==> config.mk <==
export PLATFORM = sky130hd
export DESIGN_NAME = ssrg_top
export DESIGN_NICKNAME = d
export VERILOG_FILES = /design/src/rtl/ssrg_pkg.sv /design/src/rtl/ssrg_cfg_loader.sv /design/src/rtl/ssrg_pulse_gen.sv /design/src/rtl/ssrg_top.sv
export VERILOG_INCLUDE_DIRS = /design/src /design/src/rtl
export SDC_FILE = /design/constraint.sdc
export NUM_CORES = 1
export LEC_CHECK = 0
export ABC_AREA = 1
export BUFFER_PORTS_ARGS = -buffer_cell sky130_fd_sc_hd__buf_4
export CORE_MARGIN = 8
export CORE_UTILIZATION = 45
export DETAILED_ROUTE_END_ITERATION = 6
export PLACE_DENSITY_LB_ADDON = 0.2
export SYNTH_ARGS = -nofsm -noshare
export SYNTH_HDL_FRONTEND = slang
export SYNTH_SLANG_ARGS = --single-unit
==> constraint.sdc <==
create_clock -name MCLK_I -period 1.5 [get_ports MCLK_I]
set_clock_uncertainty 0.15 [all_clocks]
set_input_delay 0.15 -clock MCLK_I [delete_from_list [all_inputs] [get_ports MCLK_I]]
set_output_delay 0.15 -clock MCLK_I [all_outputs]
set_load 0.05 [all_outputs]
==> src/rtl/ssrg_consts.svh <==
// constants of the start-up synchronous reset generator
// assumes inclusion by every ssrg design file
`ifndef SSRG_CONSTS_SVH
`define SSRG_CONSTS_SVH

// ------------------------------------------------
// configuration frame
// ------------------------------------------------
`define SSRG_NPINS     8
`define SSRG_CNT_W     5
`define SSRG_LAST_BIT  5'h0F
`define SSRG_OE_BITS   5'h08
`define SSRG_CNT_RST   5'h00
`define SSRG_CNT_ONE   5'h01
`define SSRG_OE_RST    8'h00

// ------------------------------------------------
// timing
// ------------------------------------------------
`define SSRG_CLK_NS    25
`define SSRG_REC_NS    25
`define SSRG_REC_CYC   \
    (((`SSRG_REC_NS) + (`SSRG_CLK_NS) - 1) / (`SSRG_CLK_NS))
`define SSRG_REC_W     2
`define SSRG_REC_RST   2'h0
`define SSRG_REC_ONE   2'h1

`endif

==> src/rtl/ssrg_pkg.sv <==
// types and helpers of the start-up reset generator
// assumes ssrg_consts.svh is reachable on the include path
`include "ssrg_consts.svh"

package ssrg_pkg;

    // device life cycle
    typedef enum logic [1:0] {
        ST_CONFIG,
        ST_LOADED,
        ST_ACTIVE
    } ssrg_state_e;

    // one bit per user pin
    typedef logic [`SSRG_NPINS-1:0] ssrg_pins_t;

    // rising edge of a sampled level
    function automatic logic ssrg_rise(input logic cur,
                                       input logic prev);
        return cur & ~prev;
    endfunction : ssrg_rise

endpackage : ssrg_pkg

==> src/rtl/ssrg_cfg_loader.sv <==
// configuration bit loader of the start-up reset generator
// assumes the configuration clock is sampled as a plain level
`timescale 1ns/1ps
`include "ssrg_consts.svh"

module ssrg_cfg_loader import ssrg_pkg::*; (
    // clock and reset
    input  wire logic       clk_i,
    input  wire logic       rst_i,
    // configuration stream
    input  wire logic       cfg_clk_i,
    input  wire logic       cfg_data_i,
    // results
    output ssrg_pins_t      oe_cfg_o,
    output logic            loaded_o,
    output logic            cfg_rise_o
);

    logic                   cfg_clk_q_ff; // last clock level
    logic [`SSRG_CNT_W-1:0] bit_cnt_ff;   // bits taken so far
    ssrg_pins_t             oe_ff;        // enable bits seen
    logic                   loaded_ff;    // whole frame in
    wire                    take_bit;     // shift one bit
    wire                    is_oe_bit;    // bit lands in oe

    // ------------------------------------------------
    // decode
    // ------------------------------------------------
    assign cfg_rise_o = ssrg_rise(cfg_clk_i, cfg_clk_q_ff);
    assign take_bit   = cfg_rise_o & ~loaded_ff;
    assign is_oe_bit  = bit_cnt_ff < `SSRG_OE_BITS;
    assign oe_cfg_o   = oe_ff;
    assign loaded_o   = loaded_ff;

    // ------------------------------------------------
    // shift in, each bit acts on arrival
    // ------------------------------------------------
    always_ff @(posedge clk_i) begin
        cfg_clk_q_ff <= cfg_clk_i;
        if (rst_i) begin
            bit_cnt_ff <= `SSRG_CNT_RST;
            oe_ff      <= `SSRG_OE_RST;
            loaded_ff  <= 1'b0;
        end else if (take_bit) begin
            bit_cnt_ff <= bit_cnt_ff + `SSRG_CNT_ONE;
            if (is_oe_bit) begin
                oe_ff[bit_cnt_ff[2:0]] <= cfg_data_i;
            end
            loaded_ff  <= bit_cnt_ff == `SSRG_LAST_BIT;
        end
    end

endmodule : ssrg_cfg_loader

==> src/rtl/ssrg_pulse_gen.sv <==
// synchronous reset pulse generator, pulse flip-flop plus fired flag
// assumes the reset line is pulled high outside the device
`timescale 1ns/1ps
`include "ssrg_consts.svh"

module ssrg_pulse_gen (
    // clock and reset
    input  wire logic clk_i,
    input  wire logic rst_i,
    // device state
    input  wire logic busy_i,    // configuration running
    input  wire logic act_i,     // active-low pin level high
    input  wire logic line_i,    // reset line level
    // generator state
    output logic      q_o,
    output logic      fired_o
);

    logic q_ff;     // generator flip-flop
    logic fired_ff; // pulse already issued
    wire  d_in;     // flip-flop input

    // ------------------------------------------------
    // input: forced high while pin is low
    // ------------------------------------------------
    assign d_in    = act_i ? ~(q_ff | fired_ff) : 1'b1;
    assign q_o     = q_ff;
    assign fired_o = fired_ff;

    // ------------------------------------------------
    // flip-flop, cleared by internal and line reset
    // ------------------------------------------------
    always_ff @(posedge clk_i) begin
        if (rst_i || busy_i) begin
            q_ff <= 1'b0;
        end else if (!line_i) begin
            q_ff <= 1'b0;
        end else begin
            q_ff <= d_in;
        end
    end

    // ------------------------------------------------
    // one pulse per configuration
    // ------------------------------------------------
    always_ff @(posedge clk_i) begin
        if (rst_i || busy_i) begin
            fired_ff <= 1'b0;
        end else if (q_ff) begin
            fired_ff <= 1'b1;
        end
    end

endmodule : ssrg_pulse_gen

==> src/rtl/ssrg_top.sv <==
// start-up and synchronous reset block of a gate array
// assumes a pull-up on the chip reset line and the done line
// assumes all inputs synchronous to MCLK_I
//
// Notes on behaviour
// - configuring: pins tri-stated, flip-flops held reset
// - chained devices go active on one edge
// - go active on rising configuration clock edge
// - enable bits armed as soon as loaded, drive pins once active
// - user flip-flops clock one cycle after reset release
// - configuring: generator input high, output low
// - after config: pin high, generator still low
// - first clock: generator high, drives line low
// - low line resets chip and generator
// - two flip-flops, one pin, dedicated pin
`timescale 1ns/1ps
`include "ssrg_consts.svh"

module ssrg_top import ssrg_pkg::*; (
    // system clock and reset
    input  wire logic MCLK_I,
    input  wire logic RST_I,
    // configuration port
    input  wire logic CONFIG_CLOCK_I,
    input  wire logic CFG_DATA_I,
    input  wire logic CFG_PROG_N_I,
    // shared done line, open drain
    input  wire logic DONE_I,
    output logic      DONE_O,
    output logic      DONE_OE_O,
    // dedicated active-low configuration pin
    output logic      CONFIG_ACTIVE_LOW_PIN_O,
    // chip reset line, open drain
    input  wire logic RST_LINE_I,
    output logic      RST_LINE_O,
    output logic      RST_LINE_OE_O,
    // user pins
    input  ssrg_pins_t USR_D_I,
    output ssrg_pins_t PIN_O,
    output ssrg_pins_t PIN_OE_O,
    output ssrg_pins_t USR_OE_ARM_O,
    // user reset and recovery
    output logic      USR_RST_N_O,
    output logic      USR_CLK_OK_O
);

    // ------------------------------------------------
    // declarations
    // ------------------------------------------------
    ssrg_state_e            state_ff;   // life cycle
    ssrg_state_e            nxt_state;  // next life cycle
    ssrg_pins_t             oe_cfg;     // loaded enables
    ssrg_pins_t             pin_q_ff;   // output data
    logic [`SSRG_REC_W-1:0] rec_cnt_ff; // recovery count
    wire                    loaded;     // frame complete
    wire                    cfg_rise;   // config clock edge
    wire                    cfg_rst;    // restart loader
    wire                    active;     // device running
    wire                    busy;       // still configuring
    wire                    line_low;   // chip reset asserted
    wire                    chip_rst;   // whole-chip reset
    wire                    go;         // become active now
    wire                    gen_q;      // generator output
    wire                    gen_fired;  // pulse done
    wire                    rec_done;   // recovery elapsed

    // ------------------------------------------------
    // decode
    // ------------------------------------------------
    assign cfg_rst  = RST_I | ~CFG_PROG_N_I;
    assign active   = state_ff == ST_ACTIVE;
    assign busy     = ~active;
    assign line_low = ~RST_LINE_I;
    assign chip_rst = busy | line_low;
    assign go       = cfg_rise & DONE_I;
    assign rec_done = rec_cnt_ff ==
                      `SSRG_REC_W'(`SSRG_REC_CYC);

    // ------------------------------------------------
    // configuration loader
    // ------------------------------------------------
    ssrg_cfg_loader u_loader (
        .clk_i      (MCLK_I),
        .rst_i      (cfg_rst),
        .cfg_clk_i  (CONFIG_CLOCK_I),
        .cfg_data_i (CFG_DATA_I),
        .oe_cfg_o   (oe_cfg),
        .loaded_o   (loaded),
        .cfg_rise_o (cfg_rise)
    );

    // ------------------------------------------------
    // life cycle next state
    // ------------------------------------------------
    always_comb begin
        nxt_state = state_ff;
        unique case (state_ff)
            // loading the frame
            ST_CONFIG: begin
                if (loaded) begin
                    nxt_state = ST_LOADED;
                end
            end
            // wait for chain and clock edge
            ST_LOADED: begin
                if (go) begin
                    nxt_state = ST_ACTIVE;
                end
            end
            // running until reprogrammed
            ST_ACTIVE: begin
                nxt_state = ST_ACTIVE;
            end
            // illegal code
            default: begin
                nxt_state = ST_CONFIG;
            end
        endcase
    end

    // ------------------------------------------------
    // life cycle register
    // ------------------------------------------------
    always_ff @(posedge MCLK_I) begin
        if (cfg_rst) begin
            state_ff <= ST_CONFIG;
        end else begin
            state_ff <= nxt_state;
        end
    end

    // ------------------------------------------------
    // done line: hold low until own frame is in
    // ------------------------------------------------
    assign DONE_O    = 1'b0;
    assign DONE_OE_O = ~loaded & ~active;

    // ------------------------------------------------
    // dedicated pin, low while configuring
    // ------------------------------------------------
    assign CONFIG_ACTIVE_LOW_PIN_O = active;

    // ------------------------------------------------
    // reset pulse generator
    // ------------------------------------------------
    ssrg_pulse_gen u_gen (
        .clk_i   (MCLK_I),
        .rst_i   (cfg_rst),
        .busy_i  (busy),
        .act_i   (CONFIG_ACTIVE_LOW_PIN_O),
        .line_i  (RST_LINE_I),
        .q_o     (gen_q),
        .fired_o (gen_fired)
    );

    // ------------------------------------------------
    // reset line driver: pulls low while high
    // ------------------------------------------------
    assign RST_LINE_O    = 1'b0;
    assign RST_LINE_OE_O = gen_q;

    // ------------------------------------------------
    // user pin data, held reset while chip reset
    // ------------------------------------------------
    always_ff @(posedge MCLK_I) begin
        if (cfg_rst || chip_rst) begin
            pin_q_ff <= `SSRG_OE_RST;
        end else begin
            pin_q_ff <= USR_D_I;
        end
    end

    // ------------------------------------------------
    // user pin enables
    // ------------------------------------------------
    assign PIN_O        = pin_q_ff;
    assign PIN_OE_O     = active ? oe_cfg
                                 : `SSRG_OE_RST;
    assign USR_OE_ARM_O = oe_cfg;

    // ------------------------------------------------
    // user reset, released on a system clock edge
    // ------------------------------------------------
    assign USR_RST_N_O = ~chip_rst;

    // ------------------------------------------------
    // recovery count after reset release
    // ------------------------------------------------
    always_ff @(posedge MCLK_I) begin
        if (cfg_rst || chip_rst) begin
            rec_cnt_ff <= `SSRG_REC_RST;
        end else if (!rec_done) begin
            rec_cnt_ff <= rec_cnt_ff + `SSRG_REC_ONE;
        end
    end

    // clock permitted once recovery has elapsed
    assign USR_CLK_OK_O = rec_done;
endmodule : ssrg_top
==> out/results.ini, run 1 <==
[outcome]
status=finished, violations left
violations=negative setup slack

[finish]
fin_util=0.763
diodes=0
layout_commonest_cell=buf_4
layout-drive-gt1-share=0.375
final_cell_mix=34 x buf_4, 27 x dfxtp_1, 27 x nor2_1
area_growth_pct=61.1
nNetsFinal=261

[synth]
synthCells=177
ys_ff_latch=29
ys_types=20
synth.avg_cell_area_um2=7.38
synth_largest_area_cell=dfxtp_1
synth_area_leaders=dfxtp_1 44%, inv_1 9.2%, nand2_1 8.6%
synth_area_mm2=0.00131
yosys.area.top_type_share=0.444
ys_seq_area_frac=0.444
ys_warn_count=0

[clocking]
clk_latency_ps=330
cts-root-buf=clkbuf_4
htreeDepth=2
numCtsBuffers=5
cts.clk_slew.worst_paths_ps=100
max-clock-path-buffers=2
cts_tree=yes
clock_sinks=29

[routing]
via_count=1297
ant_nets=0
totalWireLength_mm=3.50
viasPerCell=4.79
post_drt_wl_per_cell_um=12.9
drc_errors=0
first_iter_violations=77
dr.pass1.iters=4

[worst_setup_path]
arrival_ps=1360
crit_required_ps=1200
reg2reg_from=state_ff[0]$_SDFFE_PP0P_
rr_worst_depth=8
r2r-end=u_gen.q_o$_SDFF_PP0_
startpoint_type=flip-flop
path_max_fanout=6
cp-endpoint=USR_RST_N_O
critPathLaunch=state_ff[0]$_SDFFE_PP0P_
r2r_slack_ps=60
critical_path_class=reg -> out
cp-end-kind=output pin

[power]
peakVddDrop_v=0.000891
leakage_nw=1.04
p_per_area_mw_per_mm2=656

[floorplan]
die-area_mm2=0.00488
die_w_um=69.9
initial_utilization=0.474
die_h_um=69.9
pin_count=46
fp.coreArea_mm2=0.00276
fp-row-count=19

[global_routing]
grt.overflow.total=0
grt_max_degree=17
grtUsageTotal=0.136
grt_pass1_wl_mm=5.51
antenna_found_initial=0
grt_pass1_vias=1289

[place]
dp.final_hpwl_mm=2.28
gp_congestion=0.801
portBuffers=43

[timing]
rsz0062_at_grt=true
drv_slew=0
max_freq_ghz=0.603
timing.hold.ws_ps=91.9
finalSetupViolCount=11
finalHoldViolCount=0
fin_crit_sh=1.11
final.setup.worst_slack_ps=-159
period_minus_slack_ps=1660

[min_path]
hold_path.class=in -> reg
hold_start=DONE_I

[run]
drv_cap=0

==> what timing repair did <==
action,in CTS,in global routing
hold buffers,10,0
setup buffers,4,2
resized for setup,38,11
pin swaps,9,2
setup endpoints to repair,11,23
endpoints found under the hold margin,20,0
cloned,0,1
==> through the flow <==
| step | std cells | power, W | area (µm²) | worst slack, ps | TNS (ps) |
|---|---|---|---|---|---|
| 2_1_floorplan | 178 | 0.000864 | 1380 | 2.49 | 0 |
| 3_3_place_gp | 247 | 0.000899 | 1700 | 181 | 0 |
| 3_5_place_dp | 247 | 0.000902 | 1700 | 112 | 0 |
| 4_1_cts | 269 | 0.00139 | 2040 | -156 | -1510 |
| 5_1_grt | 271 | 0.00145 | 2100 | -222 | -2070 |
| 6_report | 271 | 0.00138 | 2100 | -159 | -1430 |
==> cells by family (layout without fill, tap and decap cells) <==
| family | after synthesis | in the layout | share of synthesized area |
|---|---|---|---|
| AOI/OAI and AO/OA | 21 | 21 | 0.0843 |
| xor gates and xnor gates | 1 | 1 | 0.00671 |
| adders and majority gates | 7 | 7 | 0.0670 |
| buffers and inverters | 38 | 99 | 0.117 |
| DFF | 29 | 29 | 0.444 |
| other | 1 | 2 | 0.00287 |
| and+or+nand+nor | 80 | 81 | 0.278 |
==> power breakdown <==
| group | switching [W] | total [W] | internal [W] | leakage [nW] |
|---|---|---|---|---|
| registers | 0.00000548 | 0.000780 | 0.000775 | 0.235 |
| logic | 0.0000720 | 0.000130 | 0.0000583 | 0.778 |
| clock network | 0.000293 | 0.000469 | 0.000176 | 0.0310 |
| total | 0.000370 | 0.00138 | 0.00101 | 1.04 |
==> how the worst min path moves through the flow <==
stage | to | slack (ps) | depth (start not counted)
2_1_floorplan | u_loader.cfg_clk_q_ff$_DFF_P_ | 30 | 0
3_3_place_gp | u_loader.cfg_clk_q_ff$_DFF_P_ | 150 | 1
3_5_place_dp | u_loader.cfg_clk_q_ff$_DFF_P_ | 150 | 1
4_1_cts | u_loader.oe_cfg_o[7]$_SDFFE_PP0P_ | 80 | 5
5_1_grt | state_ff[1]$_SDFFE_PP0P_ | 110 | 5
6_report | state_ff[0]$_SDFFE_PP0P_ | 90 | 5
==> cell usage after synthesis, drive strengths merged <==
cell type / count
conb: 1
a21oi: 16
buf: 4
nor2: 33
nand3: 14
xor2: 1
ha: 7
o211a: 1
o21ai: 4
clkbuf: 1
dfxtp: 29
nand2: 31
inv: 33
nor3: 2
==> area by class of cell <==
class,instances,area [µm²]
multi-input combinational,112,694
fill,207,653
sequential,29,583
timing repair buffer,58,573
inverter,33,160
tap,31,38.8
clock buffer,5,37.5
clock inverter,3,17.5
==> state kept, by name (all words and copies together), names as in the netlist <==
| register | flops |
|---|---|
| PIN_O | 8 |
| u_gen.q_o | 1 |
| state_ff | 2 |
| u_loader.loaded_o | 1 |
| u_loader.oe_cfg_o | 8 |
| u_loader.bit_cnt_ff | 5 |
| u_gen.fired_o | 1 |
| u_loader.cfg_clk_q_ff | 1 |
| rec_cnt_ff | 2 |
==> worst max-delay path, cell delays in order, from the launching register on <==
cell and delay (ps):
dfxtp_2 370, inv_4 40, ha_4 170, buf_12 150, nand2_4 60, clkinvlp_4 90
buf_8 150
==> metal layers <==
| metal | global-route usage | wire length (µm) | vias up | share of wire |
|---|---|---|---|---|
| met5 | 0 | 0 | - | 0 |
| met4 | 0.0268 | 26 | 0 | 0.0074 |
| met3 | 0.0862 | 335 | 5 | 0.096 |
| met2 | 0.252 | 1820 | 36 | 0.52 |
| met1 | 0.122 | 1320 | 591 | 0.38 |
| li1 | - | - | 665 | - |
Note: power is estimated with default switching activity, not from simulation.
==> inputs of run 2 (changes only) <==
--- a/config.mk
+++ b/config.mk
@@ -8,9 +8,11 @@
 export LEC_CHECK = 0
 export ABC_AREA = 1
 export BUFFER_PORTS_ARGS = -buffer_cell sky130_fd_sc_hd__buf_4
+export CAP_MARGIN = 10
 export CORE_MARGIN = 8
 export CORE_UTILIZATION = 45
 export DETAILED_ROUTE_END_ITERATION = 6
+export MAX_ROUTING_LAYER = met4
 export PLACE_DENSITY_LB_ADDON = 0.2
 export SYNTH_ARGS = -nofsm -noshare
 export SYNTH_HDL_FRONTEND = slang
==> out/results.ini, run 2 (synthesized netlist as in run 1, its figures left out) <==
[clocking]
cts_tree=yes
numCtsBuffers=5
clock_sinks=29
cts.clk_slew.worst_paths_ps=100
cts-root-buf=clkbuf_4
htreeDepth=2
clk_latency_ps=320
max-clock-path-buffers=2

[finish]
layout-drive-gt1-share=0.375
final_cell_area_mm2=0.00210
num-fill-cells=207
final_cell_mix=34 x buf_4, 27 x dfxtp_1, 27 x nor2_1
fin_util=0.763
layout_commonest_cell=buf_4
diodes=0
nNetsFinal=261
area_growth_pct=61.1
seq_area_um2=583
multiInputGateArea_um2=694

[floorplan]
die-area_mm2=0.00488
fp.coreArea_mm2=0.00276
initial_utilization=0.474
pin_count=46
fp-row-count=19
die_w_um=69.9
die_h_um=69.9

[worst_setup_path]
rr_worst_depth=8
reg2reg_from=state_ff[0]$_SDFFE_PP0P_
critPathLaunch=state_ff[0]$_SDFFE_PP0P_
r2r_slack_ps=70
crit_required_ps=1200
r2r-end=u_gen.q_o$_SDFF_PP0_
cp-endpoint=USR_RST_N_O
startpoint_type=flip-flop
cp-end-kind=output pin
arrival_ps=1350
critical_path_class=reg -> out
path_max_fanout=6

[power]
power_w=0.00138
pwr-share-comb=0.094
p_per_area_mw_per_mm2=655
peakVddDrop_v=0.000890
clkPwrFrac=0.339
power.internal_w=0.00101
swShare=0.267
p_seq_frac=0.566
switching_power_w=0.000368
leakage_nw=1.04

[place]
gp_congestion=0.813
portBuffers=43
dpl_cell_area_mm2=0.00170
dp_slack_ps=112
dp.final_hpwl_mm=2.28

[routing]
ant_nets=0
post_drt_wl_per_cell_um=12.9
via_count=1293
totalWireLength_mm=3.48
first_iter_violations=79
drc_errors=0
dr.pass1.iters=4
viasPerCell=4.77

[timing]
period_minus_slack_ps=1650
max_freq_ghz=0.605
finalHoldViolCount=0
final.setup.worst_slack_ps=-153
drv_slew=0
finalSetupViolCount=10
fin_crit_sh=1.10
rsz0062_at_grt=true
final.setup.tns_ps=-1370

[outcome]
status=finished, violations left
violations=negative setup slack

[global_routing]
grt_pass1_wl_mm=5.51
grt.overflow.total=0
grt_pass1_vias=1290
grtUsageTotal=0.140
antenna_found_initial=0
grt_max_degree=17

[min_path]
hold_path.class=in -> reg

[run]
drv_cap=0

run 2: cell type report:
| cell class | instances | share of cell area |
|---|---|---|
| tap | 31 | 0.0184 |
| inverter | 33 | 0.0761 |
| sequential | 29 | 0.277 |
| clock inverter | 3 | 0.00832 |
| clock buffer | 5 | 0.0178 |
| multi-input combinational | 112 | 0.330 |
| timing repair buffer | 58 | 0.272 |
run 2: power by group through the flow:
stage / Clock [W] / Sequential [W] / Combinational, W
2_1_floorplan: 0 / 0.000801 / 0.0000634
3_3_place_gp: 0 / 0.000797 / 0.000102
3_5_place_dp: 0 / 0.000797 / 0.000104
4_1_cts: 0.000480 / 0.000780 / 0.000126
5_1_grt: 0.000526 / 0.000782 / 0.000142
6_report: 0.000468 / 0.000780 / 0.000130
run 2: per-stage QoR:
step	instances	hold WS [ps]
finish	271	91.9
floorplan	178	27.7
global route	271	113
CTS	269	82.7
global placement	247	146
detailed placement	247	154
run 2: worst min-delay path by stage:
stage / from / endpoint / slack [ps] / depth (start not counted)
2_1_floorplan: CONFIG_CLOCK_I / u_loader.cfg_clk_q_ff$_DFF_P_ / 30 / 0
3_3_place_gp: CONFIG_CLOCK_I / u_loader.cfg_clk_q_ff$_DFF_P_ / 150 / 1
3_5_place_dp: CONFIG_CLOCK_I / u_loader.cfg_clk_q_ff$_DFF_P_ / 150 / 1
4_1_cts: CFG_PROG_N_I / u_loader.oe_cfg_o[7]$_SDFFE_PP0P_ / 80 / 5
5_1_grt: DONE_I / state_ff[1]$_SDFFE_PP0P_ / 110 / 5
6_report: DONE_I / state_ff[0]$_SDFFE_PP0P_ / 90 / 5
run 2: critical path, cell delays in order (launching register included):
cell and delay, ps:
dfxtp_2 360, inv_4 40, ha_4 170, buf_12 150, nand2_4 60, clkinvlp_4 90, buf_8 150
run 2: repair_timing:
item | CTS | global route
endpoints found under the setup margin | 11 | 23
cloned | 0 | 1
hold buffers | 10 | 0
gates resized for setup | 38 | 11
setup buffers | 4 | 2
endpoints found under the hold margin | 20 | 0
pin swaps | 9 | 2
run 2: routing by layer:
layer	wire length [µm]	global-route usage	up-vias
li1	-	-	665
met1	1320	0.126	576
met2	1810	0.252	47
met3	331	0.0791	5
met4	26	0.0268	0
met5	0	-	-
==> inputs of run 3 (changes only) <==
--- a/config.mk
+++ b/config.mk
@@ -6,7 +6,7 @@
 export SDC_FILE = /design/constraint.sdc
 export NUM_CORES = 1
 export LEC_CHECK = 0
-export ABC_AREA = 1
+export ABC_AREA = 0
 export BUFFER_PORTS_ARGS = -buffer_cell sky130_fd_sc_hd__buf_4
 export CAP_MARGIN = 10
 export CORE_MARGIN = 8
==> constraint.sdc (replaced) <==
create_clock -name MCLK_I -period 1.6 [get_ports MCLK_I]
set_clock_uncertainty 0.15 [all_clocks]
set_input_delay 0.16 -clock MCLK_I [delete_from_list [all_inputs] [get_ports MCLK_I]]
set_output_delay 0.16 -clock MCLK_I [all_outputs]
set_load 0.05 [all_outputs]
==> out/results.ini, run 3 <==
[outcome]
status=finished, violations left
violations=negative setup slack

[floorplan]
fp-row-count=19
initial_utilization=0.468
pin_count=46
fp.coreArea_mm2=0.00273
die_h_um=69.3
die-area_mm2=0.00481
die_w_um=69.3

[worst_setup_path]
arrival_ps=1310
cp-end-kind=output pin
path_max_fanout=8
critical_path_class=reg -> out
rr_worst_depth=6
crit_required_ps=1290
startpoint_type=flip-flop

[global_routing]
grt.overflow.total=0
grt_max_degree=13
antenna_found_initial=0
grt_pass1_vias=1221
grtUsageTotal=0.142
grt_pass1_wl_mm=5.56

[routing]
routed-wl-met3_um=216
ant_nets=0
totalWireLength_mm=3.22
via_count=1136
drc_errors=0
viasPerCell=5.03
post_drt_wl_per_cell_um=14.2
met2_wirelength_mm=1.62
top_layer=met4
dr.pass1.iters=4
first_iter_violations=26
wl_met1_mm=1.34

[timing]
final.setup.worst_slack_ps=-16.4
final.setup.tns_ps=-17.4
finalSetupViolCount=2
period_minus_slack_ps=1620
timing.hold.ws_ps=118
rsz0062_at_grt=true
fin_crit_sh=1.01
max_freq_ghz=0.619
drv_slew=0
finalHoldViolCount=0

[power]
p_per_area_mw_per_mm2=667
leakage_nw=0.897
peakVddDrop_v=0.000642

[finish]
nNetsFinal=217
final_cell_mix=40 x buf_4, 27 x dfxtp_1, 19 x nand2_1
area_growth_pct=49.9
num-fill-cells=213
fin_cells=226
layout-drive-gt1-share=0.385
layout_commonest_cell=buf_4
diodes=0

[synth]
synth.avg_cell_area_um2=9.48
yosysMostFrequentCell=dfxtp_1
yosys.area.top_type_share=0.454
ys_warn_count=0
synth_edf_count=0
synth_area_mm2=0.00128
synth_area_leaders=dfxtp_1 45%, mux2i_1 8.6%, ha_1 6.8%
synthAdderAreaFrac=0.0684
synth_xor_area_frac=0.0205
ys_ff_latch=29
synth_common_cells=29 x dfxtp_1, 19 x nand2_1, 11 x mux2i_1, 11 x nor2_1
synth_compound_area_frac=0.0303
synthCells=135
synth_top_family_by_area=simple AND/OR/NAND/NOR gates
synth.mux.area_fraction=0.0860
async_reset_ff_frac=0
ys_types=30
synth-simple-area-share=0.295
ys.flop_type=dfxtp_1
ys_seq_area_frac=0.454
synth_largest_area_cell=dfxtp_1

[place]
portBuffers=43
dp_cells=207
gp_congestion=0.761
dp.final_hpwl_mm=2.37

[min_path]
hold_path.class=in -> reg
min_path_cells=3

[clocking]
cts_tree=yes
numCtsBuffers=5
htreeDepth=2
cts.clk_slew.worst_paths_ps=90
clock_sinks=29
max-clock-path-buffers=2
clk_latency_ps=310
cts-root-buf=clkbuf_4

[run]
drv_cap=0

run 3: metrics by stage:
step | worst slack (ps) | cell area [µm²] | power (W) | utilization
6_report | -16.4 | 1920 | 0.00128 | 0.702
2_1_floorplan | -55.3 | 1300 | 0.000793 | -
3_3_place_gp | 156 | 1650 | 0.000828 | 0.605
4_1_cts | -27.1 | 1900 | 0.00129 | 0.694
3_5_place_dp | 103 | 1650 | 0.000831 | 0.605
5_1_grt | -52.8 | 1920 | 0.00133 | 0.702
run 3: per-layer routing:
layer  track usage  vias to the layer above
li1              -                      569
met1         0.144                      524
met2         0.240                       38
met3        0.0572                        5
met4        0.0547                        0
met5             -                        -
run 3: repair_timing:
| action | in CTS | in global routing |
|---|---|---|
| pin swaps | 7 | 0 |
| endpoints found under the setup margin | 10 | 12 |
| hold buffers | 9 | 0 |
| buffers inserted | 2 | 1 |
| resized for setup | 28 | 3 |
| hold endpoints to repair | 9 | 0 |
run 3: cell families after synthesis:
kind of cell / after synthesis
buffers and inverters: 12
adder cells (fa/ha/maj): 7
AND/OR/NAND/NOR: 65
other: 1
multiplexers: 11
AO/OA/AOI/OAI: 7
flip-flops: 29
XOR/XNOR: 3
run 3: worst max-delay path, stage by stage, from the launching register on:
cell	delay, ps
dfxtp_2	340
inv_2	50
ha_4	170
buf_6	130
and2_4	160
buf_8	140
run 3: power breakdown:
group | total (W) | internal, W | leakage [nW] | switching, W
Sequential | 0.000730 | 0.000725 | 0.235 | 0.00000545
Combinational | 0.000102 | 0.0000541 | 0.631 | 0.0000483
Clock | 0.000446 | 0.000207 | 0.0314 | 0.000239
run 3: final cells by class:
cell class | instances | area (µm²) | share of cell area
multi-input combinational | 95 | 693 | 0.361
sequential | 29 | 583 | 0.304
timing repair buffer | 59 | 529 | 0.276
clock buffer | 7 | 55.1 | 0.0287
tap | 31 | 38.8 | 0.0202
inverter | 5 | 18.8 | 0.00978
run 3: final timing paths:
check	start	endpoint	slack (ps)
worst min register to register	u_gen.fired_o$_SDFFE_PP0P_	u_gen.q_o$_SDFF_PP0_	300
worst max-delay path	state_ff[0]$_SDFFE_PP0P_	PIN_OE_O[2]	-20
worst min-delay path	CFG_PROG_N_I	u_gen.fired_o$_SDFFE_PP0P_	120
worst max register to register	state_ff[0]$_SDFFE_PP0P_	state_ff[0]$_SDFFE_PP0P_	130
